==> config.mk <==
export PLATFORM = sky130hd
export DESIGN_NAME = amp_regs
export DESIGN_NICKNAME = d
export VERILOG_FILES = /design/src/core/amp_pkg.sv /design/src/core/amp_regs.sv
export VERILOG_INCLUDE_DIRS = /design/src /design/src/core
export SDC_FILE = /design/constraint.sdc
export NUM_CORES = 1
export LEC_CHECK = 0
export BUFFER_PORTS_ARGS = -buffer_cell sky130_fd_sc_hd__buf_4
export CORE_ASPECT_RATIO = 1.2
export CORE_MARGIN = 3
export CORE_UTILIZATION = 35
export DETAILED_ROUTE_END_ITERATION = 7
export GPL_ROUTABILITY_DRIVEN = 0
export GPL_TIMING_DRIVEN = 0
export PLACE_DENSITY_LB_ADDON = 0.12
export SLEW_MARGIN = 15
export SYNTH_ARGS = -nofsm -noshare
export SYNTH_HDL_FRONTEND = slang
export SYNTH_SLANG_ARGS = --single-unit
==> constraint.sdc <==
create_clock -name sys_clk -period 11.9 [get_ports sys_clk]
set_input_delay 0.595 -clock sys_clk [delete_from_list [all_inputs] [get_ports sys_clk]]
set_output_delay 0.595 -clock sys_clk [all_outputs]
set_load 0.01 [all_outputs]
==> src/core/amp_map.svh <==
// register offsets, field positions, reset values and timing constants of the amplifier control bank
// Overview of operation
// - four 2-bit state requests, each resetting to 01
// - request codes: playing_state, high impedance, mute, diagnostics
// - four 8-bit volume registers at 0x05-0x08, reset 0xCF
// - volume in half-dB steps, codes below 0x07 mute
// - writing abort 1 stops a running diagnostic
// - doubled bits double ramp and settle times
// - line-output check runs only when enabled
// - skip 0: auto run leaving high impedance, fault
// - skip bit 1: run only on written request 11
// - 4-bit shorted-load threshold per channel, reset 0001
// - 0x0A holds channel 1 and 2 thresholds
// - 0x0B holds channel 3 and 4 thresholds
// - 0x0C read-only report, channels 1 and 2
// - ground short flag set when detected
// - supply short flag set when detected
// - open load flag set when no load
// - shorted-load flag set when load below threshold, threshold codes above 9 taken as 9
// - 0x0D read-only report, channels 3 and 4
// - read-only state report shows actual channel states
`ifndef AMP_MAP_SVH
`define AMP_MAP_SVH
`define AMP_OFS_STATE     8'h04
`define AMP_OFS_VOL_BASE  8'h05
`define AMP_OFS_VOL_LAST  8'h08
`define AMP_OFS_CTL       8'h09
`define AMP_OFS_THR12     8'h0A
`define AMP_OFS_THR34     8'h0B
`define AMP_OFS_RPT12     8'h0C
`define AMP_OFS_RPT34     8'h0D
`define AMP_OFS_STREP     8'h0F
`define AMP_RST_STATE     8'h55
`define AMP_RST_VOL       8'hCF
`define AMP_RST_CTL       8'h00
`define AMP_RST_THR       8'h11
`define AMP_RST_RPT       8'h00
`define AMP_CTL_ABORT     7
`define AMP_CTL_DRAMP     6
`define AMP_CTL_DSETTLE   5
`define AMP_CTL_LINE      1
`define AMP_CTL_SKIP      0
`define AMP_CTL_WMASK     8'hE3
`define AMP_CTL_RSVD      4:2
`define AMP_VOL_MUTE_BELOW 8'h07
`define AMP_THR_MAX       4'h9
`define AMP_BYTE_BITS     4'h8
`define AMP_LAST_BIT      4'h7
`define AMP_DEV_ADDR      7'h2A
`define AMP_CLK_NS        40
`define AMP_RAMP_NS       10000
`define AMP_SETTLE_NS     20000
`define AMP_LINE_NS       5000
`endif

==> src/core/amp_pkg.sv <==
// types shared by the amplifier control bank
package amp_pkg;
	typedef enum logic [1:0] {
		CH_PLAYING_STATE        = 2'h0,
		CH_HIGH_IMPEDANCE_STATE = 2'h1,
		CH_MUTE_STATE           = 2'h2,
		CH_DIAG_STATE           = 2'h3
	} amp_chst_type;
	typedef struct packed {
		logic ground_short_flag;
		logic supply_short_flag;
		logic open_load_flag;
		logic line_seen;
	} amp_sense_type;
	typedef struct packed {
		logic       en;
		logic [7:0] addr;
		logic [7:0] data;
	} amp_wr_type;
	typedef enum logic [8:0] {
		BUS_IDLE  = 9'h001,
		BUS_ADDR  = 9'h002,
		BUS_AACK  = 9'h004,
		BUS_PTR   = 9'h008,
		BUS_PACK  = 9'h010,
		BUS_WDATA = 9'h020,
		BUS_WACK  = 9'h040,
		BUS_RDATA = 9'h080,
		BUS_RACK  = 9'h100
	} amp_bus_type;
	typedef enum logic [4:0] {
		SEQ_IDLE   = 5'h01,
		SEQ_RAMP   = 5'h02,
		SEQ_SETTLE = 5'h04,
		SEQ_LINE   = 5'h08,
		SEQ_MEAS   = 5'h10
	} amp_seq_type;
endpackage

==> src/core/amp_regs.sv <==
// control register bank with serial control slave and load-diagnostic sequencer
`timescale 1ns/1ns
`include "amp_map.svh"
module amp_regs #(
	parameter logic [6:0] DEV_ADDR  = `AMP_DEV_ADDR,
	parameter int         RAMP_NS   = `AMP_RAMP_NS,
	parameter int         SETTLE_NS = `AMP_SETTLE_NS,
	parameter int         LINE_NS   = `AMP_LINE_NS
) (
	input  wire logic                     sys_clk,
	input  wire logic                     rst_b,
	input  wire logic                     scl_in,
	input  wire logic                     sda_in,
	output logic                          sda_oe_b,
	input  wire amp_pkg::amp_sense_type [0:3] ch_sense,
	input  wire logic [0:3][3:0]          ch_load_code,
	input  wire logic [0:3]               ch_fault,
	output logic [7:0]                    ch_state,
	output logic [31:0]                   ch_gain,
	output logic [3:0]                    ch_muted,
	output logic                          diag_ramp,
	output logic                          diag_settle,
	output logic                          diag_line
);
	import amp_pkg::*;

	localparam int SW = 38;
	localparam logic [SW-1:0] SYNC_RST = {2'h3, 36'h0};
	// least times round up to whole cycles
	localparam int RAMP_CYC   = (RAMP_NS + `AMP_CLK_NS - 1) / `AMP_CLK_NS;
	localparam int SETTLE_CYC = (SETTLE_NS + `AMP_CLK_NS - 1) / `AMP_CLK_NS;
	localparam int LINE_CYC   = (LINE_NS + `AMP_CLK_NS - 1) / `AMP_CLK_NS;

	logic [1:0]          rst_sq;
	logic                rst_sync_b;
	logic [SW-1:0]       s1_q, s2_q, s3_q, stab_q, stab_d;
	logic                scl_s, sda_s, scl_prev_q, sda_prev_q;
	logic                scl_rise, scl_fall, start_c, stop_c, rx_state, byte_done;
	amp_sense_type [0:3] sense_s;
	logic [0:3][3:0]     load_s;
	logic [0:3]          fault_s, fault_prev_q, fault_rise;
	amp_bus_type         bus_q;
	logic [3:0]          bit_q;
	logic [7:0]          sh_q, ptr_q, rd_data;
	logic                rw_q, nack_q, oe_b_q;
	amp_wr_type          wr_q;
	logic                we_state, we_ctl, we_thr12, we_thr34;
	logic [0:3]          we_vol;
	logic [0:3][1:0]     req_q, req_prev_q;
	logic [0:3][7:0]     vol_q;
	logic [7:0]          ctl_q;
	logic [0:3][3:0]     thr_q, thr_eff, rpt_q, rpt_d;
	amp_chst_type [0:3]  st_q, st_d;
	logic [0:3]          pend_q, pend_d, mask_q, set_ev, muted_q;
	amp_seq_type         seq_q, seq_d;
	logic [15:0]         tmr_q, tmr_d, ramp_load, settle_load, line_load;
	logic                abort, skip, line_en, run, start, meas, is_vol;
	logic [1:0]          vol_idx;

	// reset release through two flops
	always_ff @(posedge sys_clk or negedge rst_b) begin
		if (!rst_b) rst_sq <= 2'h0;
		else rst_sq <= {rst_sq[0], 1'b1};
	end
	assign rst_sync_b = rst_sq[1];

	// outside inputs: three flops, a change counts once stages two and three agree
	always_ff @(posedge sys_clk or negedge rst_sync_b) begin
		if (!rst_sync_b) begin
			s1_q   <= SYNC_RST;
			s2_q   <= SYNC_RST;
			s3_q   <= SYNC_RST;
			stab_q <= SYNC_RST;
		end else begin
			s1_q   <= {scl_in, sda_in, ch_sense, ch_load_code, ch_fault};
			s2_q   <= s1_q;
			s3_q   <= s2_q;
			stab_q <= stab_d;
		end
	end
	assign stab_d  = (s2_q & ~(s2_q ^ s3_q)) | (stab_q & (s2_q ^ s3_q));
	assign scl_s   = stab_q[37];
	assign sda_s   = stab_q[36];
	assign sense_s = stab_q[35:20];
	assign load_s  = stab_q[19:4];
	assign fault_s = stab_q[3:0];

	// bus edges and framing conditions
	assign scl_rise  = scl_s & ~scl_prev_q;
	assign scl_fall  = ~scl_s & scl_prev_q;
	assign start_c   = scl_s & scl_prev_q & sda_prev_q & ~sda_s;
	assign stop_c    = scl_s & scl_prev_q & ~sda_prev_q & sda_s;
	assign rx_state  = (bus_q == BUS_ADDR) | (bus_q == BUS_PTR) | (bus_q == BUS_WDATA);
	assign byte_done = scl_fall & (bit_q == `AMP_BYTE_BITS);

	// serial slave: address, register pointer, data with pointer auto-increment
	always_ff @(posedge sys_clk or negedge rst_sync_b) begin
		if (!rst_sync_b) begin
			scl_prev_q <= 1'b1;
			sda_prev_q <= 1'b1;
			bus_q      <= BUS_IDLE;
			bit_q      <= 4'h0;
			sh_q       <= 8'h00;
			ptr_q      <= 8'h00;
			rw_q       <= 1'b0;
			nack_q     <= 1'b1;
			oe_b_q     <= 1'b1;
			wr_q       <= '0;
		end else begin
			scl_prev_q <= scl_s;
			sda_prev_q <= sda_s;
			wr_q.en    <= 1'b0;
			if (rx_state && scl_rise) begin
				sh_q  <= {sh_q[6:0], sda_s};
				bit_q <= bit_q + 4'h1;
			end
			// a start anywhere restarts framing, which also serves repeated start
			if (start_c) begin
				bus_q  <= BUS_ADDR;
				bit_q  <= 4'h0;
				oe_b_q <= 1'b1;
			end else if (stop_c) begin
				bus_q  <= BUS_IDLE;
				oe_b_q <= 1'b1;
			end else begin
				unique case (bus_q)
					BUS_IDLE: begin
					end
					BUS_ADDR: if (byte_done) begin
						bit_q <= 4'h0;
						// other addresses are left alone, line stays released
						if (sh_q[7:1] == DEV_ADDR) begin
							rw_q   <= sh_q[0];
							oe_b_q <= 1'b0;
							bus_q  <= BUS_AACK;
						end else begin
							bus_q <= BUS_IDLE;
						end
					end
					BUS_PTR: if (byte_done) begin
						bit_q  <= 4'h0;
						ptr_q  <= sh_q;
						oe_b_q <= 1'b0;
						bus_q  <= BUS_PACK;
					end
					BUS_WDATA: if (byte_done) begin
						bit_q  <= 4'h0;
						wr_q   <= '{en: 1'b1, addr: ptr_q, data: sh_q};
						ptr_q  <= ptr_q + 8'h01;
						oe_b_q <= 1'b0;
						bus_q  <= BUS_WACK;
					end
					BUS_AACK, BUS_RACK: begin
						if (scl_rise) nack_q <= sda_s;
						if (scl_fall) begin
							if ((bus_q == BUS_AACK && rw_q) || (bus_q == BUS_RACK && !nack_q)) begin
								sh_q   <= rd_data;
								oe_b_q <= rd_data[7];
								ptr_q  <= ptr_q + 8'h01;
								bus_q  <= BUS_RDATA;
							end else begin
								oe_b_q <= 1'b1;
								bus_q  <= (bus_q == BUS_AACK) ? BUS_PTR : BUS_IDLE;
							end
						end
					end
					BUS_PACK, BUS_WACK: if (scl_fall) begin
						oe_b_q <= 1'b1;
						bus_q  <= BUS_WDATA;
					end
					BUS_RDATA: if (scl_fall) begin
						if (bit_q == `AMP_LAST_BIT) begin
							bit_q  <= 4'h0;
							oe_b_q <= 1'b1;
							nack_q <= 1'b1;
							bus_q  <= BUS_RACK;
						end else begin
							bit_q  <= bit_q + 4'h1;
							sh_q   <= {sh_q[6:0], 1'b0};
							oe_b_q <= sh_q[6];
						end
					end
				endcase
			end
		end
	end

	// write decode; unmapped offsets are dropped
	assign we_state = wr_q.en & (wr_q.addr == `AMP_OFS_STATE);
	assign we_ctl   = wr_q.en & (wr_q.addr == `AMP_OFS_CTL);
	assign we_thr12 = wr_q.en & (wr_q.addr == `AMP_OFS_THR12);
	assign we_thr34 = wr_q.en & (wr_q.addr == `AMP_OFS_THR34);
	for (genvar i = 0; i < 4; i++) begin : g_wv
		assign we_vol[i] = wr_q.en & (wr_q.addr == `AMP_OFS_VOL_BASE + 8'(i));
	end

	// read selection; unmapped offsets read zero
	assign is_vol  = (ptr_q >= `AMP_OFS_VOL_BASE) && (ptr_q <= `AMP_OFS_VOL_LAST);
	assign vol_idx = 2'(ptr_q - `AMP_OFS_VOL_BASE);
	assign rd_data = (ptr_q == `AMP_OFS_STATE) ? req_q :
		is_vol ? vol_q[vol_idx] :
		(ptr_q == `AMP_OFS_CTL) ? ctl_q :
		(ptr_q == `AMP_OFS_THR12) ? {thr_q[0], thr_q[1]} :
		(ptr_q == `AMP_OFS_THR34) ? {thr_q[2], thr_q[3]} :
		(ptr_q == `AMP_OFS_RPT12) ? {rpt_q[0], rpt_q[1]} :
		(ptr_q == `AMP_OFS_RPT34) ? {rpt_q[2], rpt_q[3]} :
		(ptr_q == `AMP_OFS_STREP) ? st_q : 8'h00;

	// host-written registers
	always_ff @(posedge sys_clk or negedge rst_sync_b) begin
		if (!rst_sync_b) begin
			req_q <= `AMP_RST_STATE;
			vol_q <= {4{`AMP_RST_VOL}};
			ctl_q <= `AMP_RST_CTL;
			thr_q <= {2{`AMP_RST_THR}};
		end else begin
			if (we_state) req_q <= wr_q.data;
			for (int i = 0; i < 4; i++) begin
				if (we_vol[i]) vol_q[i] <= wr_q.data;
			end
			if (we_ctl) ctl_q <= wr_q.data & `AMP_CTL_WMASK;
			if (we_thr12) thr_q[0:1] <= wr_q.data;
			if (we_thr34) thr_q[2:3] <= wr_q.data;
		end
	end

	// diagnostic controls and phase lengths
	assign abort       = ctl_q[`AMP_CTL_ABORT];
	assign skip        = ctl_q[`AMP_CTL_SKIP];
	assign line_en     = ctl_q[`AMP_CTL_LINE];
	assign run         = seq_q != SEQ_IDLE;
	assign meas        = seq_q == SEQ_MEAS;
	// abort held high blocks new runs until the host clears it
	assign start       = (seq_q == SEQ_IDLE) & (|pend_q) & ~abort;
	assign ramp_load   = 16'(ctl_q[`AMP_CTL_DRAMP] ? 2 * RAMP_CYC - 1 : RAMP_CYC - 1);
	assign settle_load = 16'(ctl_q[`AMP_CTL_DSETTLE] ? 2 * SETTLE_CYC - 1 : SETTLE_CYC - 1);
	assign line_load   = 16'(LINE_CYC - 1);

	// sequencer: ramp, settle, optional line check, one measure cycle
	always_comb begin
		seq_d = seq_q;
		tmr_d = (tmr_q == 16'h0000) ? tmr_q : tmr_q - 16'h0001;
		if (abort && run) begin
			seq_d = SEQ_IDLE;
		end else begin
			unique case (seq_q)
				SEQ_IDLE: if (start) begin
					seq_d = SEQ_RAMP;
					tmr_d = ramp_load;
				end
				SEQ_RAMP: if (tmr_q == 16'h0000) begin
					seq_d = SEQ_SETTLE;
					tmr_d = settle_load;
				end
				SEQ_SETTLE: if (tmr_q == 16'h0000) begin
					if (line_en) begin
						seq_d = SEQ_LINE;
						tmr_d = line_load;
					end else begin
						seq_d = SEQ_MEAS;
					end
				end
				SEQ_LINE: if (tmr_q == 16'h0000) seq_d = SEQ_MEAS;
				SEQ_MEAS: seq_d = SEQ_IDLE;
			endcase
		end
	end

	// per-channel triggers, results and actual state
	for (genvar i = 0; i < 4; i++) begin : g_ch
		assign fault_rise[i] = fault_s[i] & ~fault_prev_q[i];
		// new request is taken as written; explicit 11 always runs, automatic runs only without skip
		assign set_ev[i] = (we_state && wr_q.data[7-2*i -: 2] == CH_DIAG_STATE) |
			(~skip & ((req_prev_q[i] == CH_HIGH_IMPEDANCE_STATE && req_q[i] != CH_HIGH_IMPEDANCE_STATE)
			| fault_rise[i]));
		// a new trigger wins over the clear by start or abort
		assign pend_d[i] = set_ev[i] | (pend_q[i] & ~start & ~abort);
		assign thr_eff[i] = (thr_q[i] > `AMP_THR_MAX) ? `AMP_THR_MAX : thr_q[i];
		assign rpt_d[i] = (start & pend_q[i]) ? 4'h0 :
			(meas & mask_q[i]) ? {sense_s[i].ground_short_flag,
				sense_s[i].supply_short_flag,
				sense_s[i].open_load_flag & ~(line_en & sense_s[i].line_seen),
				load_s[i] < thr_eff[i]} : rpt_q[i];
		// waiting channels hold their state; a finished explicit run parks in high impedance
		assign st_d[i] = (run & mask_q[i]) ? CH_DIAG_STATE :
			(pend_q[i] | pend_d[i]) ? st_q[i] :
			(req_q[i] != CH_DIAG_STATE) ? amp_chst_type'(req_q[i]) :
			(st_q[i] == CH_DIAG_STATE) ? CH_HIGH_IMPEDANCE_STATE : st_q[i];
	end

	// sequencer and channel state registers
	always_ff @(posedge sys_clk or negedge rst_sync_b) begin
		if (!rst_sync_b) begin
			seq_q        <= SEQ_IDLE;
			tmr_q        <= 16'h0000;
			pend_q       <= 4'h0;
			mask_q       <= 4'h0;
			rpt_q        <= {2{`AMP_RST_RPT}};
			st_q         <= {4{CH_HIGH_IMPEDANCE_STATE}};
			req_prev_q   <= `AMP_RST_STATE;
			fault_prev_q <= 4'h0;
			muted_q      <= 4'h0;
		end else begin
			seq_q        <= seq_d;
			tmr_q        <= tmr_d;
			pend_q       <= pend_d;
			if (start) mask_q <= pend_q;
			rpt_q        <= rpt_d;
			st_q         <= st_d;
			req_prev_q   <= req_q;
			fault_prev_q <= fault_s;
			for (int i = 0; i < 4; i++) begin
				muted_q[i] <= (vol_q[i] < `AMP_VOL_MUTE_BELOW) | (st_q[i] == CH_MUTE_STATE);
			end
		end
	end

	// outputs from flops; the phase outputs are decoded from seq_q
	assign sda_oe_b    = oe_b_q;
	assign ch_state    = st_q;
	assign ch_gain     = vol_q;
	assign ch_muted    = muted_q;
	assign diag_ramp   = seq_q == SEQ_RAMP;
	assign diag_settle = seq_q == SEQ_SETTLE;
	assign diag_line   = seq_q == SEQ_LINE;

	logic [15:0] ramp_cnt_q;
	always_ff @(posedge sys_clk or negedge rst_sync_b) begin
		if (!rst_sync_b) ramp_cnt_q <= 16'h0000;
		else ramp_cnt_q <= (seq_q == SEQ_RAMP) ? ramp_cnt_q + 16'h0001 : 16'h0000;
	end
endmodule

==> impl_metrics.env <==
export IMPL_vias_per_cell=5.109
export IMPL_io_buffers=87
export IMPL_clock_sinks=335
export IMPL_finalHoldViolCount=0
export IMPL_p_clk_share_pct=46.8
export IMPL_tightest_slew_ns=1.066
export IMPL_synth_main_ff_cell="dfrtp_1"
export IMPL_startpoint_type="register"
export IMPL_drtPass1Iterations=5
export IMPL_maxSlewHeadroom_pct=28.30
export IMPL_power_switching_mw=0.5653
export IMPL_seq_area_frac_synth_pct=60.16
export IMPL_drv_cap=0
export IMPL_setup_viol=0
export IMPL_yosysTopAreaCell="dfrtp_1"
export IMPL_detail_route_iter0_violations=550
export IMPL_cp_end_kind="register"
export IMPL_clk_pin_slew_worst_paths_ns=0.06
export IMPL_post_route_min_period_ns=3.296
export IMPL_worstSetupPathType="reg -> reg"
export IMPL_synthTopCellsByArea="dfrtp_1, dfstp_2, mux2_2, nand2_1, maj3_1"
export IMPL_min_period_over_period_pct=27.70
export IMPL_p_seq_share_pct=49.2
export IMPL_h_tree_depth=2
export IMPL_syn_area_um2=14050
export IMPL_numCtsBuffers=38
export IMPL_slew_violations=0
export IMPL_power_total_mw=2.486
export IMPL_placeableCoreArea_um2=39240
export IMPL_yosysWarnings=0
export IMPL_post_place_cells=1791
export IMPL_tritoncts="yes"
export IMPL_fin_worst_skew_ns=0.02571
export IMPL_grt_overflow_total=0
export IMPL_drive_gt1_share_pct=24.19
export IMPL_grt_pass1_vias=9882
export IMPL_die_area_um2=42580
export IMPL_wl_um=35720
export IMPL_netlist_area_leader_share_pct=50.06
export IMPL_hpwlAfterDp_um=25770
export IMPL_postSynthCellCount=1172
export IMPL_synth_edf_count=0
export IMPL_synth_cell_types=87
export IMPL_ys_ff_latch=335
export IMPL_die_height_um=225.5
export IMPL_syn_nets=1234
export IMPL_vias=9508
export IMPL_ioPinCount=88
export IMPL_crit_fanout=10
export IMPL_wl_per_cell_um=19.20
export IMPL_antenna_left=0
export IMPL_fin_cells=1861
export IMPL_ir_drop_mv=0.09404
export IMPL_track_usage_pct=17.20
export IMPL_finish_utilization_pct=42.77
export IMPL_worst_ep_arrival_time_ns=3.74
export IMPL_start_util_pct=35.80
export IMPL_whs_path_depth=1
export IMPL_p_leak_nw=7.198
export IMPL_p_int_mw=1.921
export IMPL_swShare_pct=22.74
export IMPL_critPathRequiredTime_ns=12.35
export IMPL_drc=0
export IMPL_cts_root_buffer="clkbuf_16"
export IMPL_num_rows=79
export IMPL_fmax_mhz=303.4
export IMPL_clk_path_buf_depth=3
export IMPL_status="finished clean"
export IMPL_p_comb_share_pct=4.0
export IMPL_hold_ws_ns=0.1540
export IMPL_async_reset_ff_share_pct=100.0
export IMPL_grt_max_degree=61
export IMPL_diodes=0
export IMPL_cts_setup_buffers=0
export IMPL_antenna_found_initial=0
export IMPL_clock_latency_ns=0.54
export IMPL_avgSynthCellArea_um2=11.99
export IMPL_n_fill_cell=3765
export IMPL_grt_pass1_wl_um=57480
export IMPL_rr_worst_depth=9
export IMPL_area_growth_pct=19.47
export IMPL_power_density_nw_per_um2=148.1
export IMPL_rsz0062_at_grt="no"
export IMPL_die_w_um=188.9
export IMPL_hold_path_class="in -> reg"
export IMPL_final_net_count=1368
[per-stage QoR]
stage / setup slack, ns / TNS [ns] / area, um^2
2_1_floorplan: 1.967 / 0 / 14050
3_3_place_gp: -2.113 / -581.15 / 15360
3_5_place_dp: 8.616 / 0 / 15510
4_1_cts: 8.583 / 0 / 16780
5_1_grt: 8.268 / 0 / 16780
6_report: 8.604 / 0 / 16780
[area by class of cell]
| cell class | instances | area, um^2 | area share (%) |
|---|---|---|---|
| clock inverter | 18 | 178.9 | 1.066 |
| tap | 526 | 658.1 | 3.922 |
| sequential | 335 | 8454 | 50.38 |
| multi-input combinational | 749 | 5213 | 31.06 |
| buffer | 47 | 230.2 | 1.372 |
| timing repair buffer | 94 | 813.3 | 4.846 |
| clock buffer | 51 | 1081 | 6.442 |
| inverter | 41 | 153.9 | 0.9170 |
[cell families (layout without fill, tap and decap cells)]
family | after synthesis | in the layout | synth area share (%)
XOR/XNOR | 20 | 20 | 1.247
flip-flops | 335 | 335 | 60.16
AO/OA/AOI/OAI | 229 | 229 | 11.04
buffers and inverters | 88 | 251 | 2.734
AND/OR/NAND/NOR | 351 | 351 | 12.54
multiplexers | 88 | 88 | 7.589
adder cells (fa/ha/maj) | 60 | 60 | 4.667
other | 1 | 1 | 0.02670
[worst max-delay path, cell delays in order, from the launching register on]
cell and delay (ns):
dfrtp_1 0.54, clkbuf_1 0.55, inv_1 0.18, ha_1 0.32, clkbuf_1 0.45, mux4_2 0.34, a21boi_0 0.17, o21ai_0 0.09
a221o_1 0.40, o21ai_0 0.17
[routing by layer]
metal  share of wire, %  wire length (um)  GRT usage [%]
met1                 43             15460          22.39
met2                 49             17350          28.56
met3                4.1              1461          2.940
met5                  0                 0              0
met4                4.1              1451          7.234
[power groups by stage]
stage / combinational (mW) / sequential, mW / clock [mW]
2_1_floorplan: 0.0506 / 1.24 / 0
3_3_place_gp: 0.0726 / 1.26 / 0
3_5_place_dp: 0.102 / 1.25 / 0
4_1_cts: 0.103 / 1.23 / 1.20
5_1_grt: 0.114 / 1.23 / 1.25
6_report: 0.0994 / 1.22 / 1.16
[final timing paths]
path | startpoint | slack [ns] | end
setup / recovery | ptr_q[0] | 8.60 | sh_q[7]
hold / removal | ch_sense[12] | 0.15 | s1_q[32]
setup reg to reg | ptr_q[0] | 8.60 | sh_q[7]
hold reg to reg | rst_sq[1] | 0.32 | s1_q[11]
max in group asynchronous | rst_sq[1] | 10.02 | sda_prev_q
min in group asynchronous | rst_sq[1] | 0.32 | s1_q[11]
[cells in the final DEF, fill, tap and decap left out, types with 6 or more instances in the layout]
cell type,instances
ha_1,22
nand2b_1,18
mux2_2,68
a22oi_1,7
dfstp_2,54
clkinv_2,6
clkbuf_1,38
a311o_1,8
nor4_1,12
maj3_1,38
or4_1,6
nor3_1,20
nand3b_1,7
o22ai_1,6
mux4_2,8
o31ai_1,6
o211ai_1,14
a21oi_1,55
nor2b_1,7
mux2i_1,12
or3_1,9
nand3_1,27
o21ai_0,52
and3_1,7
xor2_1,7
clkbuf_16,39
clkbuf_8,9
nand2_1,130
a32oi_1,7
dfrtp_1,280
nor2_1,65
xnor2_1,13
o21bai_1,7
nand4_1,8
inv_1,39
buf_4,88
[synthesized netlist by cell type (5+ instances only)]
master / n
mux2i_1: 12
nand2_1: 130
clkbuf_1: 32
o211ai_1: 14
mux4_2: 8
o21ai_0: 52
o31ai_1: 6
and2_1: 5
nand2b_1: 18
o21bai_1: 7
a32oi_1: 7
maj3_1: 38
a221oi_1: 5
nand4_1: 8
o221ai_1: 5
and3_1: 7
xnor2_1: 13
or4_1: 6
or3_1: 9
nor2_1: 65
dfrtp_1: 281
a22oi_1: 7
ha_1: 22
nand3_1: 27
o311ai_0: 5
a311o_1: 8
nor3_1: 20
a2bb2oi_1: 5
o21a_1: 5
nand3b_1: 7
inv_1: 39
buf_1: 5
a21oi_1: 55
xor2_1: 7
mux2_2: 68
o22ai_1: 6
dfstp_2: 54
nor4_1: 12
nor2b_1: 7
[what timing repair did]
item,CTS,global route
hold buffers,1,0
endpoints found under the hold margin,2,0
resized for setup,0,0
Power figures use the tool's default switching activity.
